`config.mk`:
```
export PLATFORM = sky130hd
export DESIGN_NAME = sgm_timer
export DESIGN_NICKNAME = d
export VERILOG_FILES = /design/src/logic/sgm_pkg.sv /design/src/logic/sgm_timer.sv
export SDC_FILE = /design/constraint.sdc
export NUM_CORES = 1
export LEC_CHECK = 0
export ABC_AREA = 1
export BUFFER_PORTS_ARGS = -buffer_cell sky130_fd_sc_hd__buf_4
export CORE_ASPECT_RATIO = 0.9
export CORE_MARGIN = 5
export CORE_UTILIZATION = 35
export DETAILED_ROUTE_END_ITERATION = 12
export HOLD_SLACK_MARGIN = 0.05
export PLACE_DENSITY_LB_ADDON = 0.12
export SLEW_MARGIN = 20
export SYNTH_ARGS = -nofsm -noshare
export SYNTH_HDL_FRONTEND = slang
export SYNTH_SLANG_ARGS = --single-unit
```
`constraint.sdc`:
```
create_clock -name sys_clk -period 2.6 [get_ports sys_clk]
set_clock_uncertainty 0.15 [all_clocks]
set_input_delay 0.26 -clock sys_clk [delete_from_list [all_inputs] [get_ports sys_clk]]
set_output_delay 0.26 -clock sys_clk [all_outputs]
set_load 0.03 [all_outputs]
```
`src/logic/sgm_pkg.sv`:
```
// constants, field layouts and carriers for the measurement timer mode block
`default_nettype none
package sgm_pkg;

  // ==========================================================================
  // register map (byte addresses, one aligned 32-bit word each)
  localparam logic [7:0] OFS_CTRL   = 8'h00;
  localparam logic [7:0] OFS_STAT   = 8'h04;
  localparam logic [7:0] OFS_COUNT  = 8'h08;
  localparam logic [7:0] OFS_PERIOD = 8'h0C;
  localparam logic [7:0] OFS_CAPT   = 8'h10;

  // ==========================================================================
  // widths, reset values and timing
  localparam int          CNT_W      = 24;
  localparam int          NARROW_W   = 16;
  localparam logic [23:0] RST_PERIOD = 24'hFFFFFF;
  localparam logic [11:0] RST_CTRL   = 12'h000;
  localparam int          RUN_LAG    = 2;     // run request pipeline stages; run status lags the request by RUN_LAG+1 cycles
  localparam int          NUM_PINS   = 3;
  localparam int          PIN_SIG    = 0;
  localparam int          PIN_WIN    = 1;
  localparam int          PIN_CLK    = 2;

  // status bit positions
  localparam int SB_RUN    = 0;
  localparam int SB_PMATCH = 1;
  localparam int SB_ACQ    = 2;

  // ==========================================================================
  // mode codes and timer clock sources
  localparam logic [3:0] MODE_TIMER     = 4'h0;
  localparam logic [3:0] MODE_GATED     = 4'h1;
  localparam logic [3:0] MODE_PERDUTY   = 4'h2;
  localparam logic [3:0] MODE_HILO      = 4'h3;
  localparam logic [3:0] MODE_WINDOWED  = 4'h4;
  localparam logic [3:0] MODE_GWINDOWED = 4'h5;
  localparam logic [3:0] MODE_FLIGHT    = 4'h6;
  localparam logic [3:0] MODE_CAPTURE   = 4'h7;
  localparam logic [3:0] MODE_COUNTER   = 4'h8;
  localparam logic [3:0] MODE_GCOUNTER  = 4'h9;
  localparam logic [3:0] MODE_WCOUNTER  = 4'hA;

  localparam logic [1:0] CSEL_SYS   = 2'h0;   // every system clock
  localparam logic [1:0] CSEL_PIN   = 2'h1;   // timer clock pin edges
  localparam logic [1:0] CSEL_PRESC = 2'h2;   // prescaled system clock

  localparam logic [1:0] RESP_OKAY   = 2'h0;
  localparam logic [1:0] RESP_SLVERR = 2'h2;

  // ==========================================================================
  // control register layout, bit 11 downward
  typedef struct packed {
    logic [3:0] mode;        // 11:8
    logic [1:0] clk_sel;     // 7:6
    logic       width24;     // 5
    logic       timer_clock_polarity; // 4
    logic       signal_polarity;      // 3
    logic       window_polarity;      // 2
    logic       repeat_en;   // 1
    logic       run_request_bit;      // 0
  } sgm_ctrl_s;

  // per-cycle events of the counting core
  typedef struct packed {
    logic inc;
    logic acq;
    logic restart;
  } sgm_evt_s;

endpackage
`default_nettype wire

```
`src/logic/sgm_timer.sv`:
```
// measurement timer: mode decode, plain timer and AXI4-Lite registers
//
// Added by the designer: the AXI4-Lite register port and the address map.
`timescale 1ns/100ps
`default_nettype none

// Functional notes
// - polarity bits invert window, signal, timer clock
// - single mode: stop counting, clear run request
// - repeat mode: keep counting, newer results overwrite
// - timer mode: plain 16/24-bit up-counter, no capture
// - timer mode counts each tick while run set
// - timer mode: pin events never touch run request
// - timer mode paced by selected timer clock
// - count equals period: zero count, flag match
// - codes 0000-0111 decode to synchronous modes
// - 1000-1010 counter modes, 1011-1111 reserved
// - run status lags request except counter modes
module sgm_timer #(
  parameter int unsigned PRESC_DIV = 4      // prescaled clock divide ratio
) (
  input  wire logic        sys_clk,         // 25 MHz system clock
  input  wire logic        arst_n,          // async reset, active low
  input  wire logic        measured_signal_input, // measured signal pin
  input  wire logic        window_input,    // window pin
  input  wire logic        timer_clock_pin, // external timer clock pin
  input  wire logic [7:0]  s_axi_awaddr,    // write address
  input  wire logic        s_axi_awvalid,   // write address valid
  output logic             s_axi_awready,   // write address ready
  input  wire logic [31:0] s_axi_wdata,     // write data
  input  wire logic [3:0]  s_axi_wstrb,     // write byte enables
  input  wire logic        s_axi_wvalid,    // write data valid
  output logic             s_axi_wready,    // write data ready
  output logic [1:0]       s_axi_bresp,     // write response
  output logic             s_axi_bvalid,    // write response valid
  input  wire logic        s_axi_bready,    // write response ready
  input  wire logic [7:0]  s_axi_araddr,    // read address
  input  wire logic        s_axi_arvalid,   // read address valid
  output logic             s_axi_arready,   // read address ready
  output logic [31:0]      s_axi_rdata,     // read data
  output logic [1:0]       s_axi_rresp,     // read response
  output logic             s_axi_rvalid,    // read data valid
  input  wire logic        s_axi_rready,    // read data ready
  output logic             run_status_bit,  // timer actually running
  output logic             period_match_pulse, // one cycle per match
  output logic             acq_done_pulse   // one cycle per acquisition
);

  // ==========================================================================
  // state
  typedef struct packed {
    sgm_pkg::sgm_ctrl_s                 ctrl;
    logic [sgm_pkg::CNT_W-1:0]          count_register;
    logic [sgm_pkg::CNT_W-1:0]          period_register;
    logic [sgm_pkg::CNT_W-1:0]          capture;
    logic                               pmatch_flag;
    logic                               acq_flag;
    logic [sgm_pkg::NUM_PINS-1:0]       sync1;
    logic [sgm_pkg::NUM_PINS-1:0]       sync2;
    logic [sgm_pkg::NUM_PINS-1:0]       sync3;
    logic [sgm_pkg::NUM_PINS-1:0]       level;
    logic [sgm_pkg::NUM_PINS-1:0]       prev;
    logic [15:0]                        presc;
    logic [sgm_pkg::RUN_LAG-1:0]        run_pipe;
    logic                               run_status;
    logic                               pm_pulse;
    logic                               acq_pulse;
    logic                               awready;
    logic                               aw_have;
    logic [7:0]                         aw_addr;
    logic                               wready;
    logic                               w_have;
    logic [31:0]                        w_data;
    logic [3:0]                         w_strb;
    logic                               bvalid;
    logic [1:0]                         bresp;
    logic                               arready;
    logic                               rvalid;
    logic [31:0]                        rdata;
    logic [1:0]                         rresp;
  } sgm_state_s;

  sgm_state_s                   state_reg;
  sgm_state_s                   state_next;
  logic [sgm_pkg::NUM_PINS-1:0] pins;
  logic [sgm_pkg::NUM_PINS-1:0] pol;
  logic [sgm_pkg::NUM_PINS-1:0] lvl;

  assign pins = {timer_clock_pin, window_input, measured_signal_input};
  assign pol  = {state_reg.ctrl.timer_clock_polarity,
                 state_reg.ctrl.window_polarity,
                 state_reg.ctrl.signal_polarity};

  // ==========================================================================
  // polarity applied to the filtered pin levels
  genvar gi;
  generate
    for (gi = 0; gi < sgm_pkg::NUM_PINS; gi++) begin : g_pol
      assign lvl[gi] = state_reg.level[gi] ^ pol[gi];
    end
  endgenerate

  // byte-lane merge of a write into a stored word
  function automatic logic [31:0] merge(input logic [31:0] old_w,
                                        input logic [31:0] new_w,
                                        input logic [3:0]  strb);
    logic [31:0] res;
    res = old_w;
    for (int b = 0; b < 4; b++) begin
      if (strb[b]) begin
        res[b*8 +: 8] = new_w[b*8 +: 8];
      end
    end
    return res;
  endfunction

  // ==========================================================================
  // next state
  always_comb begin
    sgm_state_s                q;
    sgm_state_s                n;
    sgm_pkg::sgm_evt_s         ev;
    logic                      sig_rise;
    logic                      sig_fall;
    logic                      win_rise;
    logic                      win_fall;
    logic                      tick;
    logic                      presc_hit;
    logic                      counter_mode;
    logic                      reserved;
    logic                      enable;
    logic                      match;
    logic [sgm_pkg::CNT_W-1:0] mask;
    logic [31:0]               word;
    logic [7:0]                wa;
    logic [7:0]                ra;
    q            = state_reg;
    n            = state_reg;
    ev           = '0;
    word         = 32'h00000000;
    n.pm_pulse   = 1'b0;
    n.acq_pulse  = 1'b0;

    // three-stage input filter: a level is taken once stages 2 and 3 agree
    n.sync1 = pins;
    n.sync2 = q.sync1;
    n.sync3 = q.sync2;
    for (int i = 0; i < sgm_pkg::NUM_PINS; i++) begin
      if (q.sync2[i] == q.sync3[i]) begin
        n.level[i] = q.sync3[i];
      end
    end
    n.prev   = lvl;
    sig_rise = lvl[sgm_pkg::PIN_SIG] & ~q.prev[sgm_pkg::PIN_SIG];
    sig_fall = ~lvl[sgm_pkg::PIN_SIG] & q.prev[sgm_pkg::PIN_SIG];
    win_rise = lvl[sgm_pkg::PIN_WIN] & ~q.prev[sgm_pkg::PIN_WIN];
    win_fall = ~lvl[sgm_pkg::PIN_WIN] & q.prev[sgm_pkg::PIN_WIN];

    // prescaler gives a one-cycle enable every PRESC_DIV cycles
    presc_hit = (q.presc == 16'(PRESC_DIV - 1));
    n.presc   = presc_hit ? 16'h0000 : q.presc + 16'h0001;

    // timer clock source; every step except in the counter modes is paced by this tick
    unique case (q.ctrl.clk_sel)
      sgm_pkg::CSEL_SYS:   tick = 1'b1;
      sgm_pkg::CSEL_PIN:   tick = lvl[sgm_pkg::PIN_CLK] &
                                  ~q.prev[sgm_pkg::PIN_CLK];
      sgm_pkg::CSEL_PRESC: tick = presc_hit;
      default:             tick = 1'b0;
    endcase

    // counter modes see the request directly, the rest through the lag
    counter_mode = q.ctrl.mode inside {sgm_pkg::MODE_COUNTER,
                   sgm_pkg::MODE_GCOUNTER, sgm_pkg::MODE_WCOUNTER};
    n.run_pipe   = {q.run_pipe[sgm_pkg::RUN_LAG-2:0], q.ctrl.run_request_bit};
    n.run_status = counter_mode ? q.ctrl.run_request_bit
                                : q.run_pipe[sgm_pkg::RUN_LAG-1];
    // gating on the request too stops a single run at once, not after lag
    enable = q.run_status & q.ctrl.run_request_bit;

    // mode decode; measurement modes except capture restart the count on each result
    reserved = 1'b0;
    unique case (q.ctrl.mode)
      sgm_pkg::MODE_TIMER: begin
        ev.inc = tick;
      end
      sgm_pkg::MODE_GATED: begin
        ev.inc = tick & lvl[sgm_pkg::PIN_WIN];
      end
      sgm_pkg::MODE_PERDUTY, sgm_pkg::MODE_FLIGHT: begin
        ev.inc     = tick;
        ev.acq     = sig_rise;
        ev.restart = sig_rise;
      end
      sgm_pkg::MODE_HILO: begin
        ev.inc     = tick;
        ev.acq     = sig_rise | sig_fall;
        ev.restart = sig_rise | sig_fall;
      end
      sgm_pkg::MODE_WINDOWED: begin
        ev.inc     = tick;
        ev.acq     = win_rise;
        ev.restart = win_rise;
      end
      sgm_pkg::MODE_GWINDOWED: begin
        ev.inc     = tick & lvl[sgm_pkg::PIN_SIG];
        ev.acq     = win_rise;
        ev.restart = win_rise;
      end
      sgm_pkg::MODE_CAPTURE: begin
        ev.inc = tick;
        ev.acq = sig_rise;
      end
      sgm_pkg::MODE_COUNTER: begin
        ev.inc = sig_rise;
      end
      sgm_pkg::MODE_GCOUNTER: begin
        ev.inc = sig_rise & lvl[sgm_pkg::PIN_WIN];
      end
      sgm_pkg::MODE_WCOUNTER: begin
        ev.inc     = sig_rise & lvl[sgm_pkg::PIN_WIN];
        ev.acq     = win_fall;
        ev.restart = win_fall;
      end
      default: begin
        reserved = 1'b1;
      end
    endcase
    if (!enable || reserved) begin
      ev = '0;
    end

    // count width: upper byte cleared by each count step in 16-bit operation
    mask  = q.ctrl.width24 ? {sgm_pkg::CNT_W{1'b1}}
                           : sgm_pkg::CNT_W'({sgm_pkg::NARROW_W{1'b1}});
    match = ((q.count_register & mask) == (q.period_register & mask));

    // a result alone leaves the count running; only restart or a period match zeroes it
    if (ev.acq) begin
      n.capture = q.count_register & mask;
    end
    if (ev.restart) begin
      n.count_register = '0;
    end else if (ev.inc && match) begin
      n.count_register = '0;
      n.pm_pulse       = 1'b1;
    end else if (ev.inc) begin
      n.count_register = (q.count_register + 1'b1) & mask;
    end
    n.acq_pulse = ev.acq | (ev.inc & match &
                  (q.ctrl.mode == sgm_pkg::MODE_TIMER));
    // single acquisition ends the run; pins alone never set the request
    if (n.acq_pulse && !q.ctrl.repeat_en) begin
      n.ctrl.run_request_bit = 1'b0;
    end

    // ========================================================================
    // AXI4-Lite write: address and data taken in either order
    if (s_axi_awvalid && q.awready) begin
      n.aw_have = 1'b1;
      n.aw_addr = s_axi_awaddr;
    end
    if (s_axi_wvalid && q.wready) begin
      n.w_have = 1'b1;
      n.w_data = s_axi_wdata;
      n.w_strb = s_axi_wstrb;
    end
    if (q.bvalid && s_axi_bready) begin
      n.bvalid = 1'b0;
    end
    // hardware flags set first; a clear in the same cycle loses to a set
    n.pmatch_flag = q.pmatch_flag | n.pm_pulse;
    n.acq_flag    = q.acq_flag | n.acq_pulse;
    wa = {q.aw_addr[7:2], 2'b00};
    if (q.aw_have && q.w_have && !q.bvalid) begin
      n.aw_have = 1'b0;
      n.w_have  = 1'b0;
      n.bvalid  = 1'b1;
      n.bresp   = sgm_pkg::RESP_OKAY;
      unique case (wa)
        sgm_pkg::OFS_CTRL: begin
          word   = merge({20'h00000, q.ctrl}, q.w_data, q.w_strb);
          n.ctrl = sgm_pkg::sgm_ctrl_s'(word[11:0]);
        end
        sgm_pkg::OFS_STAT: begin
          if (q.w_strb[0] && q.w_data[sgm_pkg::SB_PMATCH] && !n.pm_pulse) begin
            n.pmatch_flag = 1'b0;
          end
          if (q.w_strb[0] && q.w_data[sgm_pkg::SB_ACQ] && !n.acq_pulse) begin
            n.acq_flag = 1'b0;
          end
        end
        sgm_pkg::OFS_COUNT: begin
          word = merge({8'h00, q.count_register}, q.w_data, q.w_strb);
          n.count_register = word[sgm_pkg::CNT_W-1:0];
        end
        sgm_pkg::OFS_PERIOD: begin
          word = merge({8'h00, q.period_register}, q.w_data, q.w_strb);
          n.period_register = word[sgm_pkg::CNT_W-1:0];
        end
        sgm_pkg::OFS_CAPT: begin
          n.bresp = sgm_pkg::RESP_OKAY;             // read-only, write dropped
        end
        default: begin
          n.bresp = sgm_pkg::RESP_SLVERR;
        end
      endcase
    end
    n.awready = ~n.aw_have;
    n.wready  = ~n.w_have;

    // ========================================================================
    // AXI4-Lite read: one outstanding, answer one cycle after acceptance
    ra = {s_axi_araddr[7:2], 2'b00};
    if (q.rvalid && s_axi_rready) begin
      n.rvalid = 1'b0;
    end
    if (s_axi_arvalid && q.arready) begin
      n.rvalid = 1'b1;
      n.rresp  = sgm_pkg::RESP_OKAY;
      unique case (ra)
        sgm_pkg::OFS_CTRL:   n.rdata = {20'h00000, q.ctrl};
        sgm_pkg::OFS_STAT:   n.rdata = {29'h00000000, q.acq_flag,
                                        q.pmatch_flag, q.run_status};
        sgm_pkg::OFS_COUNT:  n.rdata = {8'h00, q.count_register};
        sgm_pkg::OFS_PERIOD: n.rdata = {8'h00, q.period_register};
        sgm_pkg::OFS_CAPT:   n.rdata = {8'h00, q.capture};
        default: begin
          n.rdata = 32'h00000000;
          n.rresp = sgm_pkg::RESP_SLVERR;
        end
      endcase
    end
    n.arready  = ~n.rvalid;
    state_next = n;
  end

  // ==========================================================================
  // state register
  always_ff @(posedge sys_clk or negedge arst_n) begin
    if (!arst_n) begin
      state_reg                 <= '0;
      state_reg.ctrl            <= sgm_pkg::RST_CTRL;
      state_reg.period_register <= sgm_pkg::RST_PERIOD;
    end else begin
      state_reg <= state_next;
    end
  end

  // outputs straight from the state register
  assign s_axi_awready      = state_reg.awready;
  assign s_axi_wready       = state_reg.wready;
  assign s_axi_bvalid       = state_reg.bvalid;
  assign s_axi_bresp        = state_reg.bresp;
  assign s_axi_arready      = state_reg.arready;
  assign s_axi_rvalid       = state_reg.rvalid;
  assign s_axi_rdata        = state_reg.rdata;
  assign s_axi_rresp        = state_reg.rresp;
  assign run_status_bit     = state_reg.run_status;
  assign period_match_pulse = state_reg.pm_pulse;
  assign acq_done_pulse     = state_reg.acq_pulse;

endmodule
`default_nettype wire

```
==> results.cfg <==
[global_routing]
use_met3_pct = 3.41
grt_pass1_wl_mm = 39.9
grt_pass1_vias = 7097
overflow = 0
antenna_found_initial = 0
grtUsageMet2_pct = 22.8
grt_max_degree = 66
grt_usage_pct = 17.0
grt-busiest-layer = met1
grt_use_met1_pct = 27.6

[placement]
port_buffers = 82
dp_cells = 1508
place_ws_ps = 153
place.gp.congestion = 0.879
postPlaceCellArea_um2 = 10200
hpwlAfterDp_mm = 18.4

[drt]
viasPerCell = 4.75
drt_iter0_drc = 653
num_vias = 7563
ant_nets = 0
drt-total-wl_mm = 24.8
drc = 0
wl_per_cell_um = 15.6
drt_pass1_iterations = 6

[synthesis]
synthSimpleGateAreaFrac_pct = 21.8
synth_seq_area_share_pct = 50.8
yosys_warnings = 0
synth_top_family_by_area = simple AND/OR/NAND/NOR gates
synth_top_area_cell = dfrtp_1
synthCells = 1115
synthAdderAreaFrac_pct = 0.725
synth_top_area_share_pct = 44.1
synthXorXnorAreaFrac_pct = 2.91
netlist_area_um2 = 9320
muxShareOfSynthArea_pct = 0.121
ys_types = 58
avgSynthCellArea_um2 = 8.36
ys_ff_latch = 188
synth.area.top_cells = dfrtp_1, nand2_1, o21ai_0
synth_compound_area_share_pct = 13.6

[timing]
worst_pin_slew_ps = 704
slew_headroom_pct = 53.1
finalSetupTns_ps = 0
max_freq_mhz = 418
post-route-min-period_ps = 2390
setup-violations-final = 0
drv_slew = 0
rsz0062_at_grt = no
setup_ws_ps = 211
period_share_pct = 91.9
whs_ps = 75.2
hold_viol_final = 0

[pwr]
clockPowerShare_pct = 28.7
ir_drop_mv = 0.530
power_density_nw_per_um2 = 869
p_sw_mw = 3.66
seqPwrFrac_pct = 45.3
sw_frac_of_total_pct = 37.2
power.internal_mw = 6.19
total_power_mw = 9.85
combPwrFrac_pct = 26.0
power.leakage_nw = 5.35

[setup_path]
crit_arrival_ps = 2560
worst_setup_path_start_kind = flip-flop
worst_setup_path_end_kind = flip-flop
path_class = reg -> reg
critical_path.max_fanout = 15
required_ps = 2770

[cts]
cts.sinks = 188
clk_latency_ps = 450
path_clk_slew_ps = 70
cts_root_buf = clkbuf_16
ctsLongestPathBuffers = 2
cts_tree = yes
htreeDepth = 4
cts_buffers = 17

[die]
dieArea_um2 = 30000
die_y_um = 165
start_util_pct = 35.6
rows = 56
io_pins = 106
core_um2 = 26100
die_x_um = 182

[hold_path]
hp-class = in -> reg

[run_status]
status = completed

[finish]
area_growth_pct = 21.7
nets = 1294
finalNonFillerCells = 1591
largest_reg_flops = 143
drive_gt1_share_pct = 16.6
final_core_util_pct = 43.4
fin_area_um2 = 11300

[flow_run]
drv_cap = 0
## final timing paths
check                                start               to  slack (ps)  cells after the start
setup reg to reg                    pol[0]   state_reg[174]         210                     15
max in group asynchronous           arst_n   state_reg[170]        1350                      3
setup / recovery                    pol[0]   state_reg[174]         210                     15
min in group asynchronous           arst_n    state_reg[98]         170                      2
hold reg to reg            state_next[118]  state_next[115]         200                      0
hold / removal             s_axi_araddr[3]   s_axi_rdata[1]          80                      4
## Yosys cell counts (all sizes together)
library cell	count
o22ai	8
xnor2	4
a21o	1
o41ai	1
nor3	13
clkbuf	23
a31oi	4
a22oi	17
nand2	271
dfstp	24
and2	1
clkinv	1
and3	1
o31ai	5
conb	1
nor4	3
o21ai	138
a2111oi	1
or2	1
a41oi	1
nand3b	11
xor2	27
a21oi	30
or3	1
mux2	1
maj3	3
o221ai	4
buf	48
o2111ai	1
a211oi	1
inv	129
nand3	57
ha	3
nand4	14
dfrtp	164
nor2	94
o211ai	3
a221oi	5
## per-layer routing
metal  vias to the layer above  part of all wire (%)
met2                       170                    38
met1                      3557                    56
li1                       3820                     -
met5                         -                     0
met4                         0                  0.79
met3                        16                   5.3
## worst max-delay path, stage by stage (launching register included)
cell     delay [ps]
dfrtp_1         400
inv_2           110
nand2_1          70
nand2_2          90
ha_2            270
or3_1           390
nand2_1          70
nor2_1           50
nor2_2          110
nor2_1           90
nand2_4         140
inv_8            70
nand2_1          60
o21ai_1          60
nand2_1          70
o21ai_0          70
## cell type report
cell class              instances  area, µm²
diodes                          1       2.50
clock buffers                  17        425
clock inverters                15        199
fillers                      2654      14800
inverters                     130        498
multi-input cells             735       3700
flip-flops and latches        188       4730
well taps                     348        435
repair buffers                157       1340
## cells in the final DEF, fill, tap and decap left out, types with 8 or more instances in the layout
cell type | Yosys | layout
a21oi_1 | 28 | 28
a22oi_1 | 15 | 15
buf_4 | 36 | 106
clkbuf_16 | 0 | 17
conb_1 | 1 | 10
dfrtp_1 | 164 | 164
dfstp_2 | 24 | 24
dlygate4sd3_1 | 0 | 47
inv_1 | 123 | 122
nand2_1 | 265 | 263
nand3_1 | 54 | 54
nand3b_1 | 11 | 11
nand4_1 | 14 | 14
nor2_1 | 86 | 85
nor2_2 | 7 | 8
nor3_1 | 11 | 10
o21ai_0 | 135 | 135
o22ai_1 | 8 | 8
xor2_1 | 27 | 27
## power by group through the flow
stage	Clock (mW)	Combinational, mW	Sequential [mW]
after floorplan	0	1.71	4.21
after global placement	0	2.39	4.49
after detailed placement	0	2.41	4.50
after CTS	2.90	2.56	4.44
after global routing	3.00	2.92	4.56
final	2.83	2.56	4.46
## repair_timing
item | in CTS | in global routing
buffers inserted | 0 | 3
hold buffers | 47 | 0
endpoints found under the hold margin | 88 | 0
resized for setup | 0 | 6
endpoints found under the setup margin | 0 | 8
## cell families (layout without fill, tap and decap cells)
family          after synthesis  in the layout
flops                       188            188
mux                           1              1
buf+inv                     201            319
other cells                   1             11
fa+ha+maj                     6              6
xor+xnor                     31             31
compound gates              220            220
simple gates                467            467
No activity file was read; power rests on OpenSTA's default activity.
